`config.mk`:
```
export PLATFORM = sky130hd
export DESIGN_NAME = scl_top
export DESIGN_NICKNAME = d
export VERILOG_FILES = /design/src/core/scl_pkg.sv /design/src/core/scl_manchester.sv /design/src/core/scl_top.sv
export VERILOG_INCLUDE_DIRS = /design/src /design/src/core
export SDC_FILE = /design/constraint.sdc
export NUM_CORES = 1
export LEC_CHECK = 0
export BUFFER_PORTS_ARGS = -buffer_cell sky130_fd_sc_hd__buf_4
export CAP_MARGIN = 40
export CELL_PAD_IN_SITES_DETAIL_PLACEMENT = 2
export CELL_PAD_IN_SITES_GLOBAL_PLACEMENT = 2
export CORE_MARGIN = 10
export CORE_UTILIZATION = 31
export CTS_BUF_LIST = sky130_fd_sc_hd__clkbuf_16
export CTS_CLUSTER_SIZE = 8
export DETAILED_ROUTE_END_ITERATION = 7
export PLACE_DENSITY_LB_ADDON = 0.1
export SKIP_CTS_REPAIR_TIMING = 1
export SYNTH_ARGS = -nofsm -noshare
export SYNTH_HDL_FRONTEND = slang
export SYNTH_SLANG_ARGS = --single-unit
```
`constraint.sdc`:
```
create_clock -name sys_clk -period 2 [get_ports sys_clk]
set_clock_uncertainty 0.1 [all_clocks]
set_input_delay 0.6 -clock sys_clk [delete_from_list [all_inputs] [get_ports sys_clk]]
set_output_delay 0.6 -clock sys_clk [all_outputs]
set_load 0.005 [all_outputs]
```
`src/core/scl_cfg.svh`:
```
/*
  Constants for the sync command line encoder: counts, codes, field
  positions and reset values. Assumes inclusion by bare name, once.
*/
`ifndef SCL_CFG_SVH
`define SCL_CFG_SVH

// ----------------------------------------------------------------------
// Timing
// ----------------------------------------------------------------------
// System clock rate in MHz.
`define SCL_CLK_MHZ 25
// Transceiver reset recovery gap between the two start-up commands, in us.
`define SCL_RECOVER_US 5000
// Recovery gap in cycles, taken as a least time.
`define SCL_RECOVER_CYCLES (`SCL_RECOVER_US * `SCL_CLK_MHZ)

// ----------------------------------------------------------------------
// Command framing
// ----------------------------------------------------------------------
// Idle ones needed after a stop bit before a new start bit.
`define SCL_IDLE_MIN 3'h5
// Saturation value of the idle ones counter.
`define SCL_ONES_SAT 3'h7
// Bits still to go after the start bit: four data bits and the stop bit.
`define SCL_FRAME_REST 3'h5
// Idle level of the line.
`define SCL_LINE_IDLE 1'h1
// Manchester pair shown while idle and in reset.
`define SCL_PAIR_IDLE 2'h2
// Default command codes, shared with the decoder.
`define SCL_CMD_CLK_RESET 4'h1
`define SCL_CMD_TRG_START 4'h2

// ----------------------------------------------------------------------
// Trigger link
// ----------------------------------------------------------------------
// Last 40 ns phase of a 160 ns slot.
`define SCL_SLOT_LAST 2'h3
// Launch phase so the start bit leaves the encoder at slot phase 0.
`define SCL_LAUNCH_PHASE 2'h2
// Word type codes in bits 15:12.
`define SCL_WORD_TIME 4'h4
`define SCL_WORD_STROBE 4'h9
// Word sent while the link is not started.
`define SCL_IDLE_WORD 16'h0000
// Master time word carries time bits 13:2.
`define SCL_TIME_HI 13
`define SCL_TIME_LO 2

`endif

```
`src/core/scl_pkg.sv`:
```
/*
  Types of the sync command line encoder. Assumes scl_cfg.svh is used
  by the design files for all numbers.
*/
package scl_pkg;

  // ----------------------------------------------------------------------
  // Start-up sequencer states
  // ----------------------------------------------------------------------
  typedef enum logic [2:0] {
    SEQ_BOOT = 3'h0,
    SEQ_PHASE = 3'h1,
    SEQ_RECOVER = 3'h2,
    SEQ_ARMED = 3'h3,
    SEQ_DELAY = 3'h4,
    SEQ_DONE = 3'h5
  } scl_seq_t;

  // ----------------------------------------------------------------------
  // Trigger link word and main state
  // ----------------------------------------------------------------------
  typedef struct packed {
    logic valid;
    logic [15:0] word;
  } scl_link_t;

  typedef struct packed {
    scl_seq_t seq;
    logic [23:0] wait_cnt;
    logic start_seen;
    logic [1:0] phase;
    logic [13:0] time_cnt;
    logic [3:0] frame_sh;
    logic [2:0] frame_left;
    logic line;
    logic [2:0] ones_cnt;
    scl_link_t pend;
    scl_link_t link;
    logic slot_strobe;
    logic trig_lost;
    logic accept;
    logic cmd_busy;
    logic start_sent;
    logic [4:0] tap;
  } scl_state_t;

  typedef struct packed {
    logic [1:0] pair;
  } scl_mch_t;

endpackage

```
`src/core/scl_manchester.sv`:
```
/*
  Manchester encoder for the sync command line: one line bit per clock
  becomes a registered pair of half bits, first half in bit 1.
  Assumes a double data rate output cell shifts the pair out.
*/
`timescale 1ns/100ps
`include "scl_cfg.svh"

module scl_manchester (
  // Clock and reset
  input wire logic sys_clk,
  input wire logic rst_n,
  // Line bit
  input wire logic bit_in,
  // Encoded half bits
  output logic [1:0] pair_out
);

  scl_pkg::scl_mch_t st_reg;
  scl_pkg::scl_mch_t st_next;

  // A one is sent high then low, a zero low then high.
  always_comb begin
    st_next = st_reg;
    st_next.pair = {bit_in, ~bit_in};
  end

  // Register the pair; reset shows the idle level.
  always_ff @(posedge sys_clk) begin
    if (!rst_n) begin
      st_reg.pair <= `SCL_PAIR_IDLE;
    end else begin
      st_reg <= st_next;
    end
  end

  assign pair_out = st_reg.pair;

endmodule // scl_manchester

```
`src/core/scl_top.sv`:
```
/*
  Sync command line encoder and trigger link start-up sequencer. Sends
  framed 4-bit commands one bit per clock, Manchester encoded, and
  steers the trigger link from idle words to trigger and time words.
  Assumes all inputs are synchronous to sys_clk and that an output
  delay cell applies sync_delay_tap to the line.
*/
`timescale 1ns/100ps
`include "scl_cfg.svh"

// Summary of operation
// - Line changes only on clock edges, one bit each cycle.
// - A user or trigger start command may start on any cycle once the line is free.
// - Frame is zero start bit, four bits LSB first, one stop bit.
// - Output delay tap in 80 ps steps, held from a static setting.
// - Line bits are Manchester encoded before leaving; far end decodes.
// - Until the trigger start request is taken, triggers refused and link sends idle words.
// - Once the start request is taken the link sends trigger or time words.
// - Trigger start command goes once after the programmed delay.
// - Clock phase reset sent at start-up aligned to the slot phase.
// - Clock phase reset precedes trigger start by at least the recovery gap.
// - One link word per 160 ns slot, trigger phase in 40 ns quarters.
// - Idle slots after start carry time counter bits 13 to 2.
module scl_top #(
  parameter int unsigned RECOVER_CYCLES = `SCL_RECOVER_CYCLES,
  parameter logic [3:0] CMD_CLK_RESET = `SCL_CMD_CLK_RESET,
  parameter logic [3:0] CMD_TRG_START = `SCL_CMD_TRG_START
) (
  // Clock and reset
  input wire logic sys_clk,
  input wire logic rst_n,
  // Start-up control
  input wire logic trg_start_req,
  input wire logic [15:0] start_delay,
  input wire logic [4:0] delay_tap_cfg,
  // Trigger input
  input wire logic trig_valid,
  input wire logic [9:0] trig_type,
  // Direct command request
  input wire logic user_cmd_valid,
  input wire logic [3:0] user_cmd_code,
  // Sync command line
  output logic [1:0] sync_pair,
  output logic [4:0] sync_delay_tap,
  output logic cmd_busy,
  output logic start_sent,
  // Trigger link
  output logic [15:0] link_word,
  output logic link_valid,
  output logic slot_strobe,
  output logic trig_accept_en,
  output logic trig_lost
);

  // ----------------------------------------------------------------------
  // Helpers
  // ----------------------------------------------------------------------

  // Data bits that follow the start bit, shifted out LSB first.
  function automatic logic [3:0] frame_rest(input logic [3:0] code);
    return code;
  endfunction

  // The line is free when no frame runs and enough idle ones have passed.
  function automatic logic line_free(input logic [2:0] left,
                                     input logic [2:0] ones);
    return (left == 3'h0) && (ones >= `SCL_IDLE_MIN);
  endfunction

  scl_pkg::scl_state_t st_reg;
  scl_pkg::scl_state_t st_next;
  logic [1:0] pair_w;

  // ----------------------------------------------------------------------
  // Next state
  // ----------------------------------------------------------------------

  // Sequencer, command framer and link word selection in one pass.
  always_comb begin
    logic free;
    logic launch;
    logic [3:0] code;
    logic running;
    logic take;
    logic slot;
    scl_pkg::scl_link_t eff;
    free = 1'h0;
    launch = 1'h0;
    code = 4'h0;
    running = 1'h0;
    take = 1'h0;
    slot = 1'h0;
    eff = st_reg.pend;
    st_next = st_reg;

    free = line_free(st_reg.frame_left, st_reg.ones_cnt);
    st_next.phase = st_reg.phase + 2'h1;
    st_next.time_cnt = st_reg.time_cnt + 14'h0001;
    st_next.slot_strobe = 1'h0;
    st_next.trig_lost = 1'h0;
    st_next.tap = delay_tap_cfg;

    // Trigger start requests are held until the sequencer can use them.
    if (trg_start_req) begin
      st_next.start_seen = 1'h1;
    end

    // Start-up sequence.
    case (st_reg.seq)
      scl_pkg::SEQ_BOOT: begin
        st_next.seq = scl_pkg::SEQ_PHASE;
      end
      scl_pkg::SEQ_PHASE: begin
        if (free && (st_reg.phase == `SCL_LAUNCH_PHASE)) begin
          launch = 1'h1;
          code = CMD_CLK_RESET;
          st_next.seq = scl_pkg::SEQ_RECOVER;
          st_next.wait_cnt = 24'(RECOVER_CYCLES - 1);
        end
      end
      scl_pkg::SEQ_RECOVER: begin
        if (st_reg.wait_cnt == 24'h000000) begin
          st_next.seq = scl_pkg::SEQ_ARMED;
        end else begin
          st_next.wait_cnt = st_reg.wait_cnt - 24'h000001;
        end
      end
      scl_pkg::SEQ_ARMED: begin
        if (st_reg.start_seen || trg_start_req) begin
          st_next.seq = scl_pkg::SEQ_DELAY;
          st_next.wait_cnt = {8'h00, start_delay};
        end
      end
      scl_pkg::SEQ_DELAY: begin
        if ((st_reg.wait_cnt == 24'h000000) && free) begin
          launch = 1'h1;
          code = CMD_TRG_START;
          st_next.seq = scl_pkg::SEQ_DONE;
          st_next.start_sent = 1'h1;
        end else if (st_reg.wait_cnt != 24'h000000) begin
          st_next.wait_cnt = st_reg.wait_cnt - 24'h000001;
        end
      end
      scl_pkg::SEQ_DONE: begin
        st_next.seq = scl_pkg::SEQ_DONE;
      end
      default: begin
        st_next.seq = scl_pkg::SEQ_BOOT;
      end
    endcase

    if (!launch && free && user_cmd_valid) begin
      launch = 1'h1;
      code = user_cmd_code;
    end

    // Frame shifter: start bit now, then data bits and the stop bit.
    if (launch) begin
      st_next.line = 1'h0;
      st_next.frame_sh = frame_rest(code);
      st_next.frame_left = `SCL_FRAME_REST;
    end else if (st_reg.frame_left > 3'h1) begin
      st_next.line = st_reg.frame_sh[0];
      st_next.frame_sh = {1'h0, st_reg.frame_sh[3:1]};
      st_next.frame_left = st_reg.frame_left - 3'h1;
    end else if (st_reg.frame_left == 3'h1) begin
      st_next.line = `SCL_LINE_IDLE;
      st_next.frame_left = 3'h0;
      st_next.ones_cnt = 3'h0;
    end else begin
      st_next.line = `SCL_LINE_IDLE;
      if (st_reg.ones_cnt != `SCL_ONES_SAT) begin
        st_next.ones_cnt = st_reg.ones_cnt + 3'h1;
      end
    end
    st_next.cmd_busy = (st_next.frame_left != 3'h0) ||
                       (st_next.ones_cnt < `SCL_IDLE_MIN);

    running = (st_reg.seq == scl_pkg::SEQ_DELAY) ||
              (st_reg.seq == scl_pkg::SEQ_DONE);
    st_next.accept = (st_next.seq == scl_pkg::SEQ_DELAY) ||
                     (st_next.seq == scl_pkg::SEQ_DONE);
    slot = (st_reg.phase == `SCL_SLOT_LAST);

    if (st_reg.accept && trig_valid) begin
      if (st_reg.pend.valid) begin
        st_next.trig_lost = 1'h1;
      end else begin
        take = 1'h1;
        eff.valid = 1'h1;
        eff.word = {`SCL_WORD_STROBE, st_reg.phase, trig_type};
      end
    end
    st_next.pend = eff;

    // One word per slot; a pending strobe wins over the time word.
    if (slot) begin
      st_next.slot_strobe = 1'h1;
      if (!running) begin
        st_next.link.valid = 1'h0;
        st_next.link.word = `SCL_IDLE_WORD;
      end else if (eff.valid) begin
        st_next.link = eff;
        st_next.pend.valid = 1'h0;
      end else begin
        st_next.link.valid = 1'h1;
        st_next.link.word = {`SCL_WORD_TIME,
          st_reg.time_cnt[`SCL_TIME_HI:`SCL_TIME_LO]};
      end
    end
    if (take && !slot) begin
      st_next.pend = eff;
    end
  end

  // ----------------------------------------------------------------------
  // State register
  // ----------------------------------------------------------------------

  // Reset leaves the line idle, the link silent and triggers refused.
  always_ff @(posedge sys_clk) begin
    if (!rst_n) begin
      st_reg.seq <= scl_pkg::SEQ_BOOT;
      st_reg.wait_cnt <= 24'h000000;
      st_reg.start_seen <= 1'h0;
      st_reg.phase <= 2'h0;
      st_reg.time_cnt <= 14'h0000;
      st_reg.frame_sh <= 4'h0;
      st_reg.frame_left <= 3'h0;
      st_reg.line <= `SCL_LINE_IDLE;
      st_reg.ones_cnt <= `SCL_ONES_SAT;
      st_reg.pend <= '0;
      st_reg.link <= '0;
      st_reg.slot_strobe <= 1'h0;
      st_reg.trig_lost <= 1'h0;
      st_reg.accept <= 1'h0;
      st_reg.cmd_busy <= 1'h0;
      st_reg.start_sent <= 1'h0;
      st_reg.tap <= 5'h00;
    end else begin
      st_reg <= st_next;
    end
  end

  // ----------------------------------------------------------------------
  // Line encoder and outputs
  // ----------------------------------------------------------------------

  scl_manchester u_mch (
    .sys_clk(sys_clk),
    .rst_n(rst_n),
    .bit_in(st_reg.line),
    .pair_out(pair_w)
  );

  // All outputs are flip-flop outputs.
  assign sync_pair = pair_w;
  assign sync_delay_tap = st_reg.tap;
  assign cmd_busy = st_reg.cmd_busy;
  assign start_sent = st_reg.start_sent;
  assign link_word = st_reg.link.word;
  assign link_valid = st_reg.link.valid;
  assign slot_strobe = st_reg.slot_strobe;
  assign trig_accept_en = st_reg.accept;
  assign trig_lost = st_reg.trig_lost;

endmodule // scl_top

```
==> results.md <==
- Failing checks: negative setup slack
- Hold Slack: around 300 ps
- Final hold violation count: 0
- Synth Area in Compound Gates: between 10% and 20%
- Syn. warnings: 0
- DRC violation count after routing: 0
- Drt pass-1 iters: 4
- Fmax: 433 MHz
- Vias in the first global route: around 5000
- Final Util: 43.6%
- Slew Limit Fails: 0
- Switching share of power: 35.2%
- Die Width: around 150 um
- Max_cap viols: 0
- Adder-Cell Fraction of Synth Area: between 2 and 3%
- Startpoint Class: flop
- CTS Sinks: between 100 and 150
- CTS Buf Count: 9
- Share of the clock period used by the worst path: 115%
- Post-DP HPWL: roughly 12000 um
- Max-slew headroom: between 60% and 70%
- Largest family of logic cells by synthesized area: simple AND/OR/NAND/NOR gates
- Clock Path Buffers: 2
- Vias per cell: around 5
- Placed inst area: around 0.0061 mm2
- H-tree depth: 3
- Leakage power: 0.00265 uW
- Final wirelength: roughly 17000 um
- Largest net degree at the start of global routing: 52
- VDD IR max: around 0.00043 V
- Critical Path AT: approximately 2500 ps
- Clock share of power: approximately a quarter
- Post-Synth Simple-Gate Area: between 20% and 30%
- Syn Inst Count: roughly 580
- Largest register FFs: 69
- Wire length per cell: ~18 um
- Final setup fails: 36
- IO Pins: 69
- Psw: approximately 2400 uW
- Total track usage: between 15 and 20%
- Die Footprint: 0.0212 mm2
- Cell Rows: 45
- GPL Wtd Cong: about 0.8
- FF+latch count, synth: ~100
- Setup repair after global routing missed its margin: true
- Multiplexer share of the synthesized area: ~2.5%
- First-pass GRT wire length: between 20000 and 30000 um
- Skew-Pair Late Insertion Delay: approximately 350 ps
- Initial antenna violation count: 0
- Cell Pwr Density: 1030 mW/mm2
- WS Path Type: flop to flop
- Worst hold-check path type: flop to flop
- Core area: roughly 0.015 mm2
- Vias: between 4000 and 5000
- Cell taking the most area after synthesis: dfxtp_1
- # nets final: 752
- Internal Power: ~4500 uW
- Die H: ~150 um
- Routed Antenna Nets: 0
- Flop pwr share: around a third
- EDFF count, synth: 0
- Post-Synthesis Cell Area: 0.00489 mm2
- Final instance area: ~0.0067 mm2
- Gate power share: a little over two fifths
- Clock transition at path regs: approximately 70 ps
- Asr flop ratio synth: 0%
- Worst slew pin tran: 571 ps
- Initial Util: 31.9%
- Post-synthesis xor/xnor area fraction: approximately 5.2%
- Status: complete, but fails checks
- Post-synth net total: 625
- Area growth syn-to-layout: 36.4%
- Crit. End Element: flop
- Overall Power: between 6000 and 7000 uW
- Number of filler cells placed in the layout: 1697
- Critical path required time: between 2000 and 2500 ps
- Most used DFF post-synth: dfxtp_1
- Area contributors post-synth: dfxtp_1 41%, nand2_1 6.1%, a21oi_1 5.6%
- Synth top area share: between 40% and 50%
- Port-buffer cells: slightly below 70
- CTS tree: yes
- Reg-to-reg slack, setup: -310 ps
- Setup ws final: -308 ps
- Syn Area/Cell: 8.51 um2
- 1st-iter DRT viols: 109
- Clock Root Buffer: clkbuf_16
- Seq/Total Area, Yosys: between 40 and 50%
- Share of post-route cells with drive strength above 1: around a third
- Synth cell types: 64
- Antenna cells: 0
- Tmin final: 2310 ps
- GRT Residual Overflow: 0
- Critical Path Fanout Max: 6
-- critical path: stages, from the launching register on --
cell      delay [ps]
dfxtp_2          330
or4_4            580
nor4_4           240
buf_6            170
buf_6            110
a211oi_4         100
buf_6            180
o21ai_2          160
xor2_1           190
nor2_1            60
-- kinds of logic after synthesis --
kind of cell    Yosys count
fa+ha+maj                10
flops                   101
xor+xnor                 29
mux                      12
buf+inv                  62
compound gates          145
simple gates            216
-- power by group through the flow --
stage	Combinational [uW]	Sequential [uW]	Clock [uW]
after floorplan	1310	2330	0
after global placement	2350	2300	0
after detailed placement	2450	2310	0
after CTS	2480	2260	1680
after global routing	3220	2290	1770
final	2970	2270	1640
-- metal layers --
layer / up-vias / global-route usage (%) / wire length (um)
li1: 2238 / - / -
met1: 2240 / 19.4 / 7770
met2: 45 / 25.3 / 8280
met3: 15 / 2.45 / 312
met4: 0 / 4.55 / 218
met5: - / 0 / 0
-- layout make-up --
| class | instances | area [um2] | share of cell area [%] |
|---|---|---|---|
| clock inverters | 7 | 41.3 | 0.619 |
| flip-flops and latches | 101 | 2030 | 30.4 |
| well taps | 211 | 264 | 3.96 |
| multi-input cells | 412 | 2740 | 41.1 |
| inverters | 14 | 52.6 | 0.788 |
| repair buffers | 164 | 1320 | 19.8 |
| clock buffers | 9 | 225 | 3.38 |
-- per-stage QoR --
stage / cells / setup TNS (ps) / setup WS, ps
after floorplan: 575 / -2590 / -162
after global placement: 898 / -5760 / -265
after detailed placement: 898 / -7910 / -351
after CTS: 914 / -8910 / -381
after global routing: 918 / -9630 / -386
final: 918 / -7010 / -308
-- path summary, 6_finish.rpt --
kind,startpoint,to,depth (start not counted)
hold reg to reg,st_reg[47],u_mch.pair_out[0],1
setup reg to reg,st_reg[90],st_reg[92],9
hold / removal,st_reg[47],u_mch.pair_out[0],1
setup / recovery,st_reg[90],st_reg[92],9
-- Yosys cell counts (3+ instances only) --
cell type / n
a211oi_1: 3
a21oi_1: 55
a221oi_1: 3
a22oi_1: 14
and2_1: 9
and3_1: 6
and4_1: 3
buf_1: 3
buf_4: 22
buf_6: 3
clkbuf_1: 18
dfxtp_1: 101
ha_1: 10
inv_1: 13
mux2i_1: 12
nand2_1: 80
nand2b_1: 4
nand3_1: 9
nand4_1: 5
nor2_1: 54
nor3_1: 11
nor4_1: 9
o211ai_1: 4
o21a_1: 3
o21ai_0: 21
o21ai_1: 15
o21ai_2: 10
or3_1: 5
xnor2_1: 11
xor2_1: 18
-- cell usage in the layout, fill, tap and decap left out, types with 10 or more instances in the layout --
cell	n
xnor2_1	11
dfxtp_1	97
o21ai_0	19
nor2_1	51
a21oi_1	50
buf_6	10
inv_1	14
o21ai_2	17
buf_4	150
mux2i_1	12
nand2_1	79
xor2_1	18
nor3_1	11
a22oi_1	13
No activity file was read; power rests on OpenSTA's default activity.
